--- src/tps_pkg.sv ---
/*
 * Shared constants and carrier types for the tape port session control
 * block. Assumes a 200 MHz system clock and a 32-bit classic Wishbone
 * register bus with byte addresses.
 */
package tps_pkg;

	// ========================================================================
	// timing
	// ========================================================================
	localparam int unsigned TPS_CLK_HZ = 200_000_000;
	localparam int unsigned TPS_MS_PER_S = 1000;
	localparam int unsigned TPS_DEFAULT_BAUD = 9600;
	localparam int unsigned TPS_MS_CYCLES = TPS_CLK_HZ / TPS_MS_PER_S;
	localparam int unsigned TPS_BIT_CYCLES = TPS_CLK_HZ / TPS_DEFAULT_BAUD;
	// 100 ms entering timer, 2500 ms network acknowledgement time-out
	localparam logic [15:0] TPS_TX_ENTER_MS = 16'h0064;
	localparam logic [15:0] TPS_NET_ACK_TMO_MS = 16'h09C4;
	// serial time-out = base + offset * step
	localparam logic [15:0] TPS_ACK_TMO_BASE_MS = 16'h03E8;
	localparam logic [15:0] TPS_ACK_TMO_STEP_MS = 16'h0064;

	// ========================================================================
	// default operating parameters
	// ========================================================================
	localparam logic [7:0] TPS_DEFAULT_ACK_OFFSET = 8'h01;
	localparam logic [15:0] TPS_DEFAULT_MAX_PAYLOAD = 16'h0100;

	// ========================================================================
	// register map
	// ========================================================================
	localparam logic [7:0] TPS_REG_CTRL = 8'h00;
	localparam logic [7:0] TPS_REG_LOGOUT_DUR = 8'h04;
	localparam logic [7:0] TPS_REG_STATUS = 8'h08;
	localparam logic [7:0] TPS_REG_PARAM = 8'h0C;
	localparam logic [7:0] TPS_REG_BIT_DIV = 8'h10;
	localparam logic [7:0] TPS_REG_ACK_TMO = 8'h14;
	localparam logic [7:0] TPS_REG_NEXUS_CNT = 8'h18;
	localparam int TPS_CTRL_NET_BIT = 0;
	localparam int TPS_CTRL_TMR_BIT = 1;
	localparam int TPS_ST_PORT_LSB = 0;
	localparam int TPS_ST_TX_BIT = 2;
	localparam int TPS_ST_SENSE_BIT = 3;
	localparam int TPS_ST_AER_BIT = 4;
	localparam int TPS_ST_RSTREQ_BIT = 5;
	localparam int TPS_PARAM_ACK_LSB = 16;

	// ========================================================================
	// pins and serial framing
	// ========================================================================
	localparam int TPS_NUM_PINS = 3;
	localparam int TPS_PIN_RX = 0;
	localparam int TPS_PIN_SENSE = 1;
	localparam int TPS_PIN_RST = 2;
	localparam logic [2:0] TPS_PIN_IDLE = 3'h1;
	localparam logic [2:0] TPS_LAST_DATA_BIT = 3'h7;

	// ========================================================================
	// types
	// ========================================================================
	typedef enum logic [1:0] {
		TPS_PORT_INITIAL = 2'b00,
		TPS_PORT_LOGGED_IN = 2'b01,
		TPS_PORT_LOGGED_OUT = 2'b10
	} tps_port_state_type;

	typedef enum logic {
		TPS_TX_ENTERING = 1'b0,
		TPS_TX_ACTIVE = 1'b1
	} tps_tx_state_type;

	typedef enum logic [1:0] {
		TPS_U_IDLE = 2'b00,
		TPS_U_START = 2'b01,
		TPS_U_DATA = 2'b10,
		TPS_U_STOP = 2'b11
	} tps_uart_state_type;

	typedef struct packed {
		logic [15:0] bit_div;
		logic [7:0] ack_offset;
		logic [15:0] max_payload;
	} tps_param_type;

	typedef struct packed {
		logic login_sent;
		logic login_rcvd;
		logic login_aoe;
		logic login_done;
		logic devreset_ack;
		logic logout_rcvd;
		logic logout_ack_sent;
		logic [15:0] logout_dur_ms;
		logic disc_confirm;
		logic disc_received;
		logic tmo_iu;
		logic [15:0] tmo_iu_ms;
		logic frame_start;
	} tps_link_ev_type;

	typedef struct packed {
		logic cyc;
		logic stb;
		logic we;
		logic [7:0] adr;
		logic [3:0] sel;
		logic [31:0] dat;
	} tps_wb_req_type;

endpackage

--- src/tps_port_ctrl.sv ---
/*
 * Drive-side port session control: port and transmitter state machines,
 * operating parameters, nexus loss events, acknowledgement time-out,
 * serial byte framing and presence sensing, with a Wishbone register file.
 * Assumes link-layer events arrive as one-cycle pulses on clk_i and the
 * sense, reset-request and serial receive pins are asynchronous.
 */
`timescale 1ns/1ps
module tps_port_ctrl
	import tps_pkg::*;
#(
	parameter int unsigned MS_CYCLES = TPS_MS_CYCLES,
	parameter logic [15:0] BIT_CYCLES = 16'(TPS_BIT_CYCLES)
)
(
	input wire logic clk_i,
	input wire logic rst_i,
	input wire tps_pkg::tps_wb_req_type wb_req_i,
	output logic [31:0] wb_dat_o,
	output logic wb_ack_o,
	input wire logic serial_rx_i,
	input wire logic automation_sense_i,
	input wire logic automation_reset_req_i,
	output logic serial_tx_o,
	input wire tps_pkg::tps_link_ev_type link_ev_i,
	input wire tps_pkg::tps_param_type neg_param_i,
	input wire logic tx_byte_valid_i,
	input wire logic [7:0] tx_byte_i,
	output logic tx_byte_ready_o,
	output logic rx_byte_valid_o,
	output logic [7:0] rx_byte_o,
	output logic rx_frame_err_o,
	output logic iu_tx_allowed_o,
	output tps_pkg::tps_port_state_type port_state_o,
	output tps_pkg::tps_param_type param_o,
	output logic [15:0] frame_ack_tmo_o,
	output logic aer_enable_o,
	output logic abort_exchanges_o,
	output logic nexus_loss_o,
	output logic automation_present_o
);
	import tps_pkg::*;

	// ========================================================================
	// state
	// ========================================================================
	typedef struct packed {
		tps_port_state_type port_st;
		tps_tx_state_type tx_st;
		logic net;
		logic tmr_en;
		logic [15:0] impl_dur;
		logic [19:0] ms_cnt;
		logic ms_tick;
		logic [15:0] enter_ms;
		logic [15:0] dur_ms;
		logic logout_pend;
		logic [15:0] logout_dur;
		tps_param_type param;
		logic [15:0] ack_tmo;
		logic [15:0] frame_tmo;
		logic aer;
		logic nexus;
		logic abort;
		logic [15:0] nexus_cnt;
		logic [TPS_NUM_PINS-1:0] s1;
		logic [TPS_NUM_PINS-1:0] s2;
		logic [TPS_NUM_PINS-1:0] s3;
		logic [TPS_NUM_PINS-1:0] f;
		tps_uart_state_type tx_u;
		logic [15:0] tx_cnt;
		logic [2:0] tx_idx;
		logic [7:0] tx_sh;
		logic tx_pin;
		logic tx_rdy;
		tps_uart_state_type rx_u;
		logic [15:0] rx_cnt;
		logic [2:0] rx_idx;
		logic [7:0] rx_sh;
		logic [7:0] rx_byte;
		logic rx_valid;
		logic rx_err;
		logic ack;
		logic [31:0] rdat;
	} tps_state_type;

	localparam tps_param_type PARAM_DEFAULT = '{
		bit_div: BIT_CYCLES,
		ack_offset: TPS_DEFAULT_ACK_OFFSET,
		max_payload: TPS_DEFAULT_MAX_PAYLOAD
	};
	localparam logic [19:0] MS_LAST = 20'(MS_CYCLES - 1);

	// ========================================================================
	// functions
	// ========================================================================
	function automatic logic [15:0] tps_ack_tmo(input tps_param_type p);
		logic [31:0] t;
		t = 32'(TPS_ACK_TMO_STEP_MS) * 32'(p.ack_offset);
		t = t + 32'(TPS_ACK_TMO_BASE_MS);
		return t[15:0];
	endfunction

	function automatic logic tps_bit_end(input logic [15:0] cnt,
		input logic [15:0] div);
		return cnt == div - 16'h0001;
	endfunction

	function automatic logic [31:0] tps_merge(input logic [31:0] old,
		input logic [31:0] wdat, input logic [3:0] sel);
		logic [31:0] r;
		r = old;
		for (int b = 0; b < 4; b++)
		begin
			if (sel[b])
				r[b*8 +: 8] = wdat[b*8 +: 8];
		end
		return r;
	endfunction

	localparam logic [15:0] TMO_DEFAULT = tps_ack_tmo(PARAM_DEFAULT);

	tps_state_type q;
	tps_state_type d;

	// ========================================================================
	// event decode
	// ========================================================================
	logic impl;
	logic rst_rise;
	logic sense_fall;
	logic nexus_ev;
	logic wb_req;
	logic ctrl_wr;
	logic dur_wr;
	logic [31:0] ctrl_rd;
	logic [31:0] status_rd;

	// a disconnect is posted regardless of transmitter state
	assign impl = q.net & (link_ev_i.disc_confirm | link_ev_i.disc_received);
	// edges judged on the agreeing second and third stages only
	assign rst_rise = ~q.f[TPS_PIN_RST] & q.s2[TPS_PIN_RST]
		& q.s3[TPS_PIN_RST];
	assign sense_fall = q.f[TPS_PIN_SENSE] & ~q.s2[TPS_PIN_SENSE]
		& ~q.s3[TPS_PIN_SENSE];
	assign nexus_ev = (link_ev_i.login_sent & link_ev_i.login_aoe)
		| (link_ev_i.login_rcvd & link_ev_i.login_aoe)
		| link_ev_i.devreset_ack
		| (sense_fall & ~q.net)
		| rst_rise
		| (impl & (q.port_st == TPS_PORT_LOGGED_IN));
	assign wb_req = wb_req_i.cyc & wb_req_i.stb & ~q.ack;
	assign ctrl_wr = wb_req & wb_req_i.we & (wb_req_i.adr == TPS_REG_CTRL);
	assign dur_wr = wb_req & wb_req_i.we
		& (wb_req_i.adr == TPS_REG_LOGOUT_DUR);
	always_comb
	begin
		ctrl_rd = '0;
		ctrl_rd[TPS_CTRL_NET_BIT] = q.net;
		ctrl_rd[TPS_CTRL_TMR_BIT] = q.tmr_en;
		status_rd = '0;
		status_rd[TPS_ST_PORT_LSB +: 2] = q.port_st;
		status_rd[TPS_ST_TX_BIT] = q.tx_st;
		status_rd[TPS_ST_SENSE_BIT] = q.f[TPS_PIN_SENSE];
		status_rd[TPS_ST_AER_BIT] = q.aer;
		status_rd[TPS_ST_RSTREQ_BIT] = q.f[TPS_PIN_RST];
	end

	// ========================================================================
	// next state
	// ========================================================================
	always_comb
	begin
		d = q;
		d.nexus = nexus_ev;
		d.abort = 1'b0;
		d.rx_valid = 1'b0;
		d.rx_err = 1'b0;
		d.ack = 1'b0;
		d.ms_tick = 1'b0;
		// three-stage pin sampling, a level counts once stages 2 and 3 agree
		d.s1 = {automation_reset_req_i, automation_sense_i, serial_rx_i};
		d.s2 = q.s1;
		d.s3 = q.s2;
		for (int i = 0; i < TPS_NUM_PINS; i++)
		begin
			if (q.s2[i] == q.s3[i])
				d.f[i] = q.s3[i];
		end
		if (q.ms_cnt == MS_LAST)
		begin
			d.ms_cnt = '0;
			d.ms_tick = 1'b1;
		end
		else
			d.ms_cnt = q.ms_cnt + 20'h00001;
		if (nexus_ev)
			d.nexus_cnt = q.nexus_cnt + 16'h0001;
		if ((link_ev_i.login_sent | link_ev_i.login_rcvd) & link_ev_i.login_aoe)
			d.aer = 1'b1;

		// port state machine
		unique case (q.port_st)
			TPS_PORT_INITIAL:
			begin
				if (link_ev_i.login_done)
				begin
					d.port_st = TPS_PORT_LOGGED_IN;
					d.param = neg_param_i;
				end
			end
			TPS_PORT_LOGGED_IN:
			begin
				if (impl)
				begin
					d.port_st = TPS_PORT_LOGGED_OUT;
					d.dur_ms = q.impl_dur;
					d.logout_pend = 1'b0;
				end
				else if (q.logout_pend & link_ev_i.logout_ack_sent)
				begin
					d.port_st = TPS_PORT_LOGGED_OUT;
					d.dur_ms = q.logout_dur;
					d.logout_pend = 1'b0;
				end
				else if (link_ev_i.logout_rcvd)
				begin
					d.logout_pend = 1'b1;
					d.logout_dur = link_ev_i.logout_dur_ms;
				end
			end
			TPS_PORT_LOGGED_OUT:
			begin
				if (q.dur_ms == '0)
				begin
					d.port_st = TPS_PORT_INITIAL;
					d.param = PARAM_DEFAULT;
				end
				else if (q.ms_tick)
					d.dur_ms = q.dur_ms - 16'h0001;
			end
			default:
				d.port_st = TPS_PORT_INITIAL;
		endcase
		// implicit logout restores the defaults over a login finishing in the same cycle; port_st still moves to logged in
		if (impl)
		begin
			d.abort = 1'b1;
			d.aer = 1'b0;
			d.param = PARAM_DEFAULT;
		end

		// transmitter state machine; entering only follows reset
		unique case (q.tx_st)
			TPS_TX_ENTERING:
			begin
				if (q.net & ~q.tmr_en)
					d.tx_st = TPS_TX_ACTIVE;
				else if (q.enter_ms == TPS_TX_ENTER_MS)
					d.tx_st = TPS_TX_ACTIVE;
				else if (q.ms_tick)
					d.enter_ms = q.enter_ms + 16'h0001;
			end
			TPS_TX_ACTIVE:
				d.tx_st = TPS_TX_ACTIVE;
		endcase

		// acknowledgement time-out
		if (!q.net)
			d.ack_tmo = tps_ack_tmo(d.param);
		else if (link_ev_i.tmo_iu)
			d.ack_tmo = link_ev_i.tmo_iu_ms;
		if (link_ev_i.frame_start)
			d.frame_tmo = q.ack_tmo;

		// serial transmitter, bit time follows the active parameters
		unique case (q.tx_u)
			TPS_U_IDLE:
			begin
				d.tx_pin = 1'b1;
				if (q.tx_rdy & tx_byte_valid_i)
				begin
					d.tx_sh = tx_byte_i;
					d.tx_cnt = '0;
					d.tx_u = TPS_U_START;
					d.tx_pin = 1'b0;
				end
			end
			TPS_U_START:
			begin
				if (tps_bit_end(q.tx_cnt, q.param.bit_div))
				begin
					d.tx_cnt = '0;
					d.tx_idx = '0;
					d.tx_pin = q.tx_sh[0];
					d.tx_u = TPS_U_DATA;
				end
				else
					d.tx_cnt = q.tx_cnt + 16'h0001;
			end
			TPS_U_DATA:
			begin
				if (tps_bit_end(q.tx_cnt, q.param.bit_div))
				begin
					d.tx_cnt = '0;
					d.tx_sh = {1'b0, q.tx_sh[7:1]};
					d.tx_idx = q.tx_idx + 3'h1;
					d.tx_pin = q.tx_sh[1];
					if (q.tx_idx == TPS_LAST_DATA_BIT)
					begin
						d.tx_pin = 1'b1;
						d.tx_u = TPS_U_STOP;
					end
				end
				else
					d.tx_cnt = q.tx_cnt + 16'h0001;
			end
			TPS_U_STOP:
			begin
				if (tps_bit_end(q.tx_cnt, q.param.bit_div))
					d.tx_u = TPS_U_IDLE;
				else
					d.tx_cnt = q.tx_cnt + 16'h0001;
			end
		endcase
		// nothing is taken from the link layer until the transmitter is active
		d.tx_rdy = (d.tx_u == TPS_U_IDLE) & (d.tx_st == TPS_TX_ACTIVE);

		// serial receiver, samples at mid-bit
		unique case (q.rx_u)
			TPS_U_IDLE:
			begin
				d.rx_cnt = '0;
				if (!q.f[TPS_PIN_RX])
					d.rx_u = TPS_U_START;
			end
			TPS_U_START:
			begin
				if (q.rx_cnt == {1'b0, q.param.bit_div[15:1]})
				begin
					d.rx_cnt = '0;
					d.rx_idx = '0;
					d.rx_u = q.f[TPS_PIN_RX] ? TPS_U_IDLE : TPS_U_DATA;
				end
				else
					d.rx_cnt = q.rx_cnt + 16'h0001;
			end
			TPS_U_DATA:
			begin
				if (tps_bit_end(q.rx_cnt, q.param.bit_div))
				begin
					d.rx_cnt = '0;
					d.rx_sh = {q.f[TPS_PIN_RX], q.rx_sh[7:1]};
					d.rx_idx = q.rx_idx + 3'h1;
					if (q.rx_idx == TPS_LAST_DATA_BIT)
						d.rx_u = TPS_U_STOP;
				end
				else
					d.rx_cnt = q.rx_cnt + 16'h0001;
			end
			TPS_U_STOP:
			begin
				if (tps_bit_end(q.rx_cnt, q.param.bit_div))
				begin
					d.rx_u = TPS_U_IDLE;
					d.rx_byte = q.rx_sh;
					d.rx_valid = q.f[TPS_PIN_RX];
					d.rx_err = ~q.f[TPS_PIN_RX];
				end
				else
					d.rx_cnt = q.rx_cnt + 16'h0001;
			end
		endcase

		// register bus; unmapped reads return zero, writes are dropped
		if (wb_req)
		begin
			d.ack = 1'b1;
			d.rdat = '0;
			if (ctrl_wr)
			begin
				d.rdat = tps_merge(ctrl_rd, wb_req_i.dat, wb_req_i.sel);
				d.net = d.rdat[TPS_CTRL_NET_BIT];
				d.tmr_en = d.rdat[TPS_CTRL_TMR_BIT];
				d.ack_tmo = d.net ? TPS_NET_ACK_TMO_MS : tps_ack_tmo(d.param);
				d.rdat = '0;
			end
			else if (dur_wr)
			begin
				// merge parked in rdat, a write still reads back zero
				d.rdat = tps_merge({16'h0000, q.impl_dur},
					wb_req_i.dat, wb_req_i.sel);
				d.impl_dur = d.rdat[15:0];
				d.rdat = '0;
			end
			else if (!wb_req_i.we)
			begin
				unique case (wb_req_i.adr)
					TPS_REG_CTRL: d.rdat = ctrl_rd;
					TPS_REG_LOGOUT_DUR: d.rdat = {16'h0000, q.impl_dur};
					TPS_REG_STATUS: d.rdat = status_rd;
					TPS_REG_PARAM: d.rdat = {8'h00, q.param.ack_offset,
						q.param.max_payload};
					TPS_REG_BIT_DIV: d.rdat = {16'h0000, q.param.bit_div};
					TPS_REG_ACK_TMO: d.rdat = {16'h0000, q.ack_tmo};
					TPS_REG_NEXUS_CNT: d.rdat = {16'h0000, q.nexus_cnt};
					default: d.rdat = '0;
				endcase
			end
		end
	end

	always_ff @(posedge clk_i)
	begin
		if (rst_i)
		begin
			q <= '0;
			q.tmr_en <= 1'b1;
			q.param <= PARAM_DEFAULT;
			q.ack_tmo <= TMO_DEFAULT;
			q.s1 <= TPS_PIN_IDLE;
			q.s2 <= TPS_PIN_IDLE;
			q.s3 <= TPS_PIN_IDLE;
			q.f <= TPS_PIN_IDLE;
			q.tx_pin <= 1'b1;
		end
		else
			q <= d;
	end

	// ========================================================================
	// outputs
	// ========================================================================
	assign wb_dat_o = q.rdat;
	assign wb_ack_o = q.ack;
	assign serial_tx_o = q.tx_pin;
	assign tx_byte_ready_o = q.tx_rdy;
	assign rx_byte_valid_o = q.rx_valid;
	assign rx_byte_o = q.rx_byte;
	assign rx_frame_err_o = q.rx_err;
	assign iu_tx_allowed_o = q.tx_st;
	assign port_state_o = q.port_st;
	assign param_o = q.param;
	assign frame_ack_tmo_o = q.frame_tmo;
	assign aer_enable_o = q.aer;
	assign abort_exchanges_o = q.abort;
	assign nexus_loss_o = q.nexus;
	assign automation_present_o = q.f[TPS_PIN_SENSE];

	// two cycles of slack: tick prescaler plus the state register
	localparam logic [31:0] ENTER_CYC = 32'(TPS_TX_ENTER_MS) * 32'(MS_CYCLES);
	localparam logic [31:0] ENTER_SLACK = 32'h00000002;
	logic [31:0] enter_cyc_q;
	always_ff @(posedge clk_i)
	begin
		if (rst_i)
			enter_cyc_q <= '0;
		else if (q.tx_st == TPS_TX_ENTERING)
			enter_cyc_q <= enter_cyc_q + 32'h00000001;
	end
endmodule

--- config.mk ---
export PLATFORM = sky130hd
export DESIGN_NAME = tps_port_ctrl
export DESIGN_NICKNAME = d
export VERILOG_FILES = /design/src/tps_pkg.sv /design/src/tps_port_ctrl.sv
export SDC_FILE = /design/constraint.sdc
export NUM_CORES = 1
export LEC_CHECK = 0
export BUFFER_PORTS_ARGS = -buffer_cell sky130_fd_sc_hd__clkbuf_2
export CORE_MARGIN = 2
export CORE_UTILIZATION = 57
export DETAILED_ROUTE_END_ITERATION = 8
export GPL_TIMING_DRIVEN = 1
export HOLD_SLACK_MARGIN = 0.02
export PLACE_DENSITY = 0.8
export SYNTH_ARGS = -nofsm -noshare
export SYNTH_HDL_FRONTEND = slang
export SYNTH_SLANG_ARGS = --single-unit
--- constraint.sdc ---
create_clock -name clk_i -period 6.2 [get_ports clk_i]
set_input_delay 0.31 -clock clk_i [delete_from_list [all_inputs] [get_ports clk_i]]
set_output_delay 0.31 -clock clk_i [all_outputs]
set_load 0.02 [all_outputs]
==> results <==
- The net count of the finished layout is about 2200.
- In the routed design, unresolved DRC markers number 0.
- The number of hold-slack violations in the final timing report is 0.
- The worst supply voltage drop on vdd is 0.1864 mV.
- Setup slack closes at 0.3432 ns.
- The number of antenna violations at the first check in global routing is 0.
- Setup violations remaining at the end of the flow were counted as 0.
- The number of global-route vias before repair is roughly 14000.
- For the final database, setup skew stands at roughly 0.028 ns.
- The max-slew violation count came to 0.
- The total wirelength of the detailed-routed design is 44770 um.
- TritonCTS built the clock tree.
- Based on the critical path, the design can be clocked at up to 0.1707 GHz.
- The first detailed-routing pass ran for 6 iterations.
- The number of clock buffers added by TritonCTS is 31.
- Prior to clock tree synthesis, the placed netlist has a worst setup slack of 0.3623 ns.
- The worst setup path is captured at a register.
- After legalization and detailed placement, the total HPWL measured about 31000 um.
- The largest net degree at the start of global routing is ~100.
- Summed over all failing endpoints, the final setup total negative slack is 0 ns.
- After technology mapping, the gate count stands at approximately 1900.
- In the global route stage, overall resource usage came out at 0.3038.
- The critical path buffer and inverter count is 4.
- Setup repair after global routing left no endpoint under its margin.
- STA puts the critical path data required time at 6.68 ns.
- The clock latency on the worst-skew pair is 0.57 ns.
- Of all nets on the critical path, the largest fanout is 31.
- The longest clock path from root to sink contains 3 buffers.
- The shortest period the worst path allows is 5.857 ns.
- The largest single stage delay on the critical path is 0.65 ns.
- The family with the most delay on the worst path is simple AND/OR/NAND/NOR gates.
- The synthesized area per cell is 8.138 sq um.
- The overall die area is 28900 sq um.
- Of the cells placed in the final design, the portion with a size suffix greater than 1 is 0.1616.
- For this block, the via count after detailed routing is approximately 14000.
- Traced cell by cell, the critical path runs through inv_1 -> ha_1 -> or3b_2 -> or4_1 -> nor2_2 -> nand3_1 -> buf_4 -> and3_1 -> a21oi_1 -> nor2_1 -> ha_1 -> ha_1 -> inv_1 -> fa_1 -> inv_1 -> ha_1 -> a21oi_1 -> o211ai_1 -> xor2_1 -> nand4_1 -> nor2_1 -> a21oi_1 -> a211oi_1.
- The number of maximum-capacitance constraint violations is 0.
- The placer's final routability congestion estimate is 0.9311.
- Synthesis instantiated 83 different standard cells from the library.
- The critical path is of the reg -> reg type.
- The dominant cell type by count on the critical path is sky130_fd_sc_hd__ha_1.
- The die span in y is 170.0 um.
- The run finished with clean final reports.
- The normalized max-slew margin is 0.1393.
- The total I/O pin count is 252.
- Clock-pin slew was measured on the worst setup and hold paths at roughly 0.06 ns.
- The prevailing post-synth register cell is sky130_fd_sc_hd__dfxtp_1.
- For the worst setup path, the data arrival time is around 6.3 ns.
- The ratio of final minimum period to clock period is 0.9446.
- For the pin with the worst max-slew slack, the measured transition is 1.288 ns.
- In this run the core area contains 60 standard-cell rows.
- The netlist area before placement is roughly 16000 sq um.
- The number of port buffers is ~230.
- The per-cell via count in the routed design is 5.936.
- Global routing finished with a remaining overflow of 0.
- In this run the power density over the cells is 252.1 nW/um^2.
- The count of state elements after synthesis is 289.
- The first routing iteration left 1528 violations.
- The warning count from the yosys run is 0.
- The die width is approximately 170 um.
- Counting flops with a built-in enable in the synthesized netlist gives 0.
- The standby leakage power is 0.007670 uW.
- The startpoint type of the worst setup path is a register.
- 0 antenna diodes ended up in the layout.
- The initial utilization of the core area, before any placement, comes to 0.5812.
- The root buffer cell chosen for the clock tree is sky130_fd_sc_hd__clkbuf_16.
- The class of the most critical hold timing path is in -> reg.
- The total number of clock tree sinks is 289.
- For this run, asynchronously set or reset flops after synthesis account for 0.
- The routed wirelength normalized by instance count is 18.50 um.
- The core region is 27030 sq um.
- Once layout is complete, the utilization of the core stands at 0.6588.
- The CTS H-tree depth is 1.
- The layout overhead on the synthesized area is 13.37%.
- Once detail routing completed, the nets flagged for antenna violations numbered 0.
- The cell with the biggest individual delay on the critical path is sky130_fd_sc_hd__or4_1.
- The wire length of the first global-routing pass is 70700 um.
- Of the synthesized area, sequential elements account for 0.3684.
area by class of cell:
class	instances	area (sq um)
Clock buffer	48	909.6
Clock inverter	10	112.6
Fill cell	2223	9220
Inverter	44	165.2
Multi-Input combinational cell	1393	8603
Sequential cell	289	5786
Tap cell	341	426.7
Timing Repair Buffer	295	1803
cell families (layout without fill, tap and decap cells):
| group | count (synthesis) | after routing | share of synthesized area |
|---|---|---|---|
| xor gates and xnor gates | 107 | 107 | 0.06325 |
| and+or+nand+nor | 758 | 758 | 0.2340 |
| adders and majority gates | 47 | 47 | 0.03888 |
| buffers and inverters | 255 | 397 | 0.08627 |
| AOI/OAI and AO/OA | 380 | 380 | 0.1486 |
| DFF | 289 | 289 | 0.3684 |
| muxes | 93 | 93 | 0.06038 |
| other | 1 | 8 | 0.0002388 |
flip-flops by register name (all words and copies together), names as in the netlist, named ones only:
register,flops
rx_byte_valid_o,1
wb_ack_o,1
param_o,40
automation_present_o,1
wb_dat_o,24
port_state_o,2
tx_byte_ready_o,1
d,6
rx_byte_o,8
aer_enable_o,1
ctrl_rd,2
serial_tx_o,1
abort_exchanges_o,1
q,180
rx_frame_err_o,1
nexus_loss_o,1
frame_ack_tmo_o,16
iu_tx_allowed_o,1
what timing repair did:
item,4_1_cts,5_1_grt
resized for setup,0,1
hold endpoints to repair,58,0
endpoints found under the setup margin,0,1
buffers inserted,0,0
hold buffers,58,0
report_power, final:
part	total, uW	internal, uW	switching, uW
combinational	612	260	352
clock	1850	1090	758
sequential	2030	1920	105
total	4490	3270	1220
cells in the final DEF (no fill, tap or decap), types with 20 or more instances in the layout:
| cell type | synthesis | routed |
|---|---|---|
| sky130_fd_sc_hd__dfxtp_1 | 289 | 289 |
| sky130_fd_sc_hd__clkbuf_2 | 0 | 224 |
| sky130_fd_sc_hd__nand2_1 | 214 | 214 |
| sky130_fd_sc_hd__nor2_1 | 209 | 208 |
| sky130_fd_sc_hd__a21oi_1 | 145 | 145 |
| sky130_fd_sc_hd__nand3_1 | 96 | 96 |
| sky130_fd_sc_hd__mux2i_1 | 79 | 79 |
| sky130_fd_sc_hd__o21ai_0 | 78 | 77 |
| sky130_fd_sc_hd__xor2_1 | 60 | 60 |
| sky130_fd_sc_hd__dlygate4sd3_1 | 0 | 58 |
| sky130_fd_sc_hd__ha_1 | 44 | 44 |
| sky130_fd_sc_hd__inv_1 | 43 | 43 |
| sky130_fd_sc_hd__and3_1 | 43 | 43 |
| sky130_fd_sc_hd__xnor2_1 | 43 | 43 |
| sky130_fd_sc_hd__a22oi_1 | 31 | 31 |
| sky130_fd_sc_hd__clkbuf_16 | 0 | 31 |
| sky130_fd_sc_hd__nor3_1 | 27 | 27 |
| sky130_fd_sc_hd__nor2b_1 | 23 | 23 |
| sky130_fd_sc_hd__a211oi_1 | 21 | 21 |
| sky130_fd_sc_hd__nor4_1 | 20 | 20 |
| sky130_fd_sc_hd__nand4_1 | 20 | 20 |
Yosys cell counts, types with 8 or more instances:
| cell type | number | share of area |
|---|---|---|
| sky130_fd_sc_hd__dfxtp_1 | 289 | 0.37 |
| sky130_fd_sc_hd__nand2_1 | 214 | 0.051 |
| sky130_fd_sc_hd__nand4_1 | 20 | 0.0080 |
| sky130_fd_sc_hd__or4_1 | 8 | 0.0038 |
| sky130_fd_sc_hd__buf_1 | 12 | 0.0029 |
| sky130_fd_sc_hd__a211oi_1 | 21 | 0.010 |
| sky130_fd_sc_hd__xnor2_1 | 43 | 0.024 |
| sky130_fd_sc_hd__mux2_2 | 14 | 0.010 |
| sky130_fd_sc_hd__or2_2 | 12 | 0.0048 |
| sky130_fd_sc_hd__o22ai_1 | 16 | 0.0064 |
| sky130_fd_sc_hd__a31oi_1 | 9 | 0.0036 |
| sky130_fd_sc_hd__a22oi_1 | 31 | 0.015 |
| sky130_fd_sc_hd__nor2_1 | 209 | 0.050 |
| sky130_fd_sc_hd__nor2b_1 | 23 | 0.0092 |
| sky130_fd_sc_hd__inv_1 | 43 | 0.010 |
| sky130_fd_sc_hd__nand2b_1 | 14 | 0.0056 |
| sky130_fd_sc_hd__xor2_1 | 60 | 0.033 |
| sky130_fd_sc_hd__nor4_1 | 20 | 0.0080 |
| sky130_fd_sc_hd__or3_1 | 15 | 0.0060 |
| sky130_fd_sc_hd__nor3_1 | 27 | 0.0086 |
| sky130_fd_sc_hd__and3_1 | 43 | 0.017 |
| sky130_fd_sc_hd__and2_1 | 16 | 0.0064 |
| sky130_fd_sc_hd__o21ai_1 | 11 | 0.0035 |
| sky130_fd_sc_hd__nand3_1 | 96 | 0.031 |
| sky130_fd_sc_hd__o21ai_0 | 78 | 0.025 |
| sky130_fd_sc_hd__ha_1 | 44 | 0.035 |
| sky130_fd_sc_hd__mux2i_1 | 79 | 0.050 |
| sky130_fd_sc_hd__clkbuf_1 | 92 | 0.022 |
| sky130_fd_sc_hd__buf_4 | 98 | 0.047 |
| sky130_fd_sc_hd__a21oi_1 | 145 | 0.046 |
worst min-delay path, stage by stage:
cell and delay (ns):
sky130_fd_sc_hd__clkbuf_2 0.08, sky130_fd_sc_hd__a21oi_1 0.06, sky130_fd_sc_hd__nor2_1 0.11
per-stage QoR:
stage	hold WS [ns]	area (sq um)	power, uW	instances
floorplan	0.3895	15730	2469	1937
finish	0.03583	17810	4488	2420
CTS	0.02213	17800	4488	2420
detailed placement	0.4069	16200	2628	2304
global placement	0.4196	16200	2611	2304
global route	0.03992	17810	4646	2420
worst paths after layout:
check / startpoint / endpoint / slack (ns) / cells after the start
worst min-delay path: neg_param_i[23] / param_o[23] / 0.04 / 3
worst min register to register: d[109] / d[106] / 0.43 / 1
worst max register to register: q[223] / q[165] / 0.34 / 23
worst max-delay path: q[223] / q[165] / 0.34 / 23
routing by layer:
layer / track usage / wire [um]
met1: 0.3972 / 18030
met2: 0.5102 / 21160
met3: 0.04302 / 3968
met4: 0.1156 / 1613
met5: 0 / 0
(Power assumes the default switching activity.)
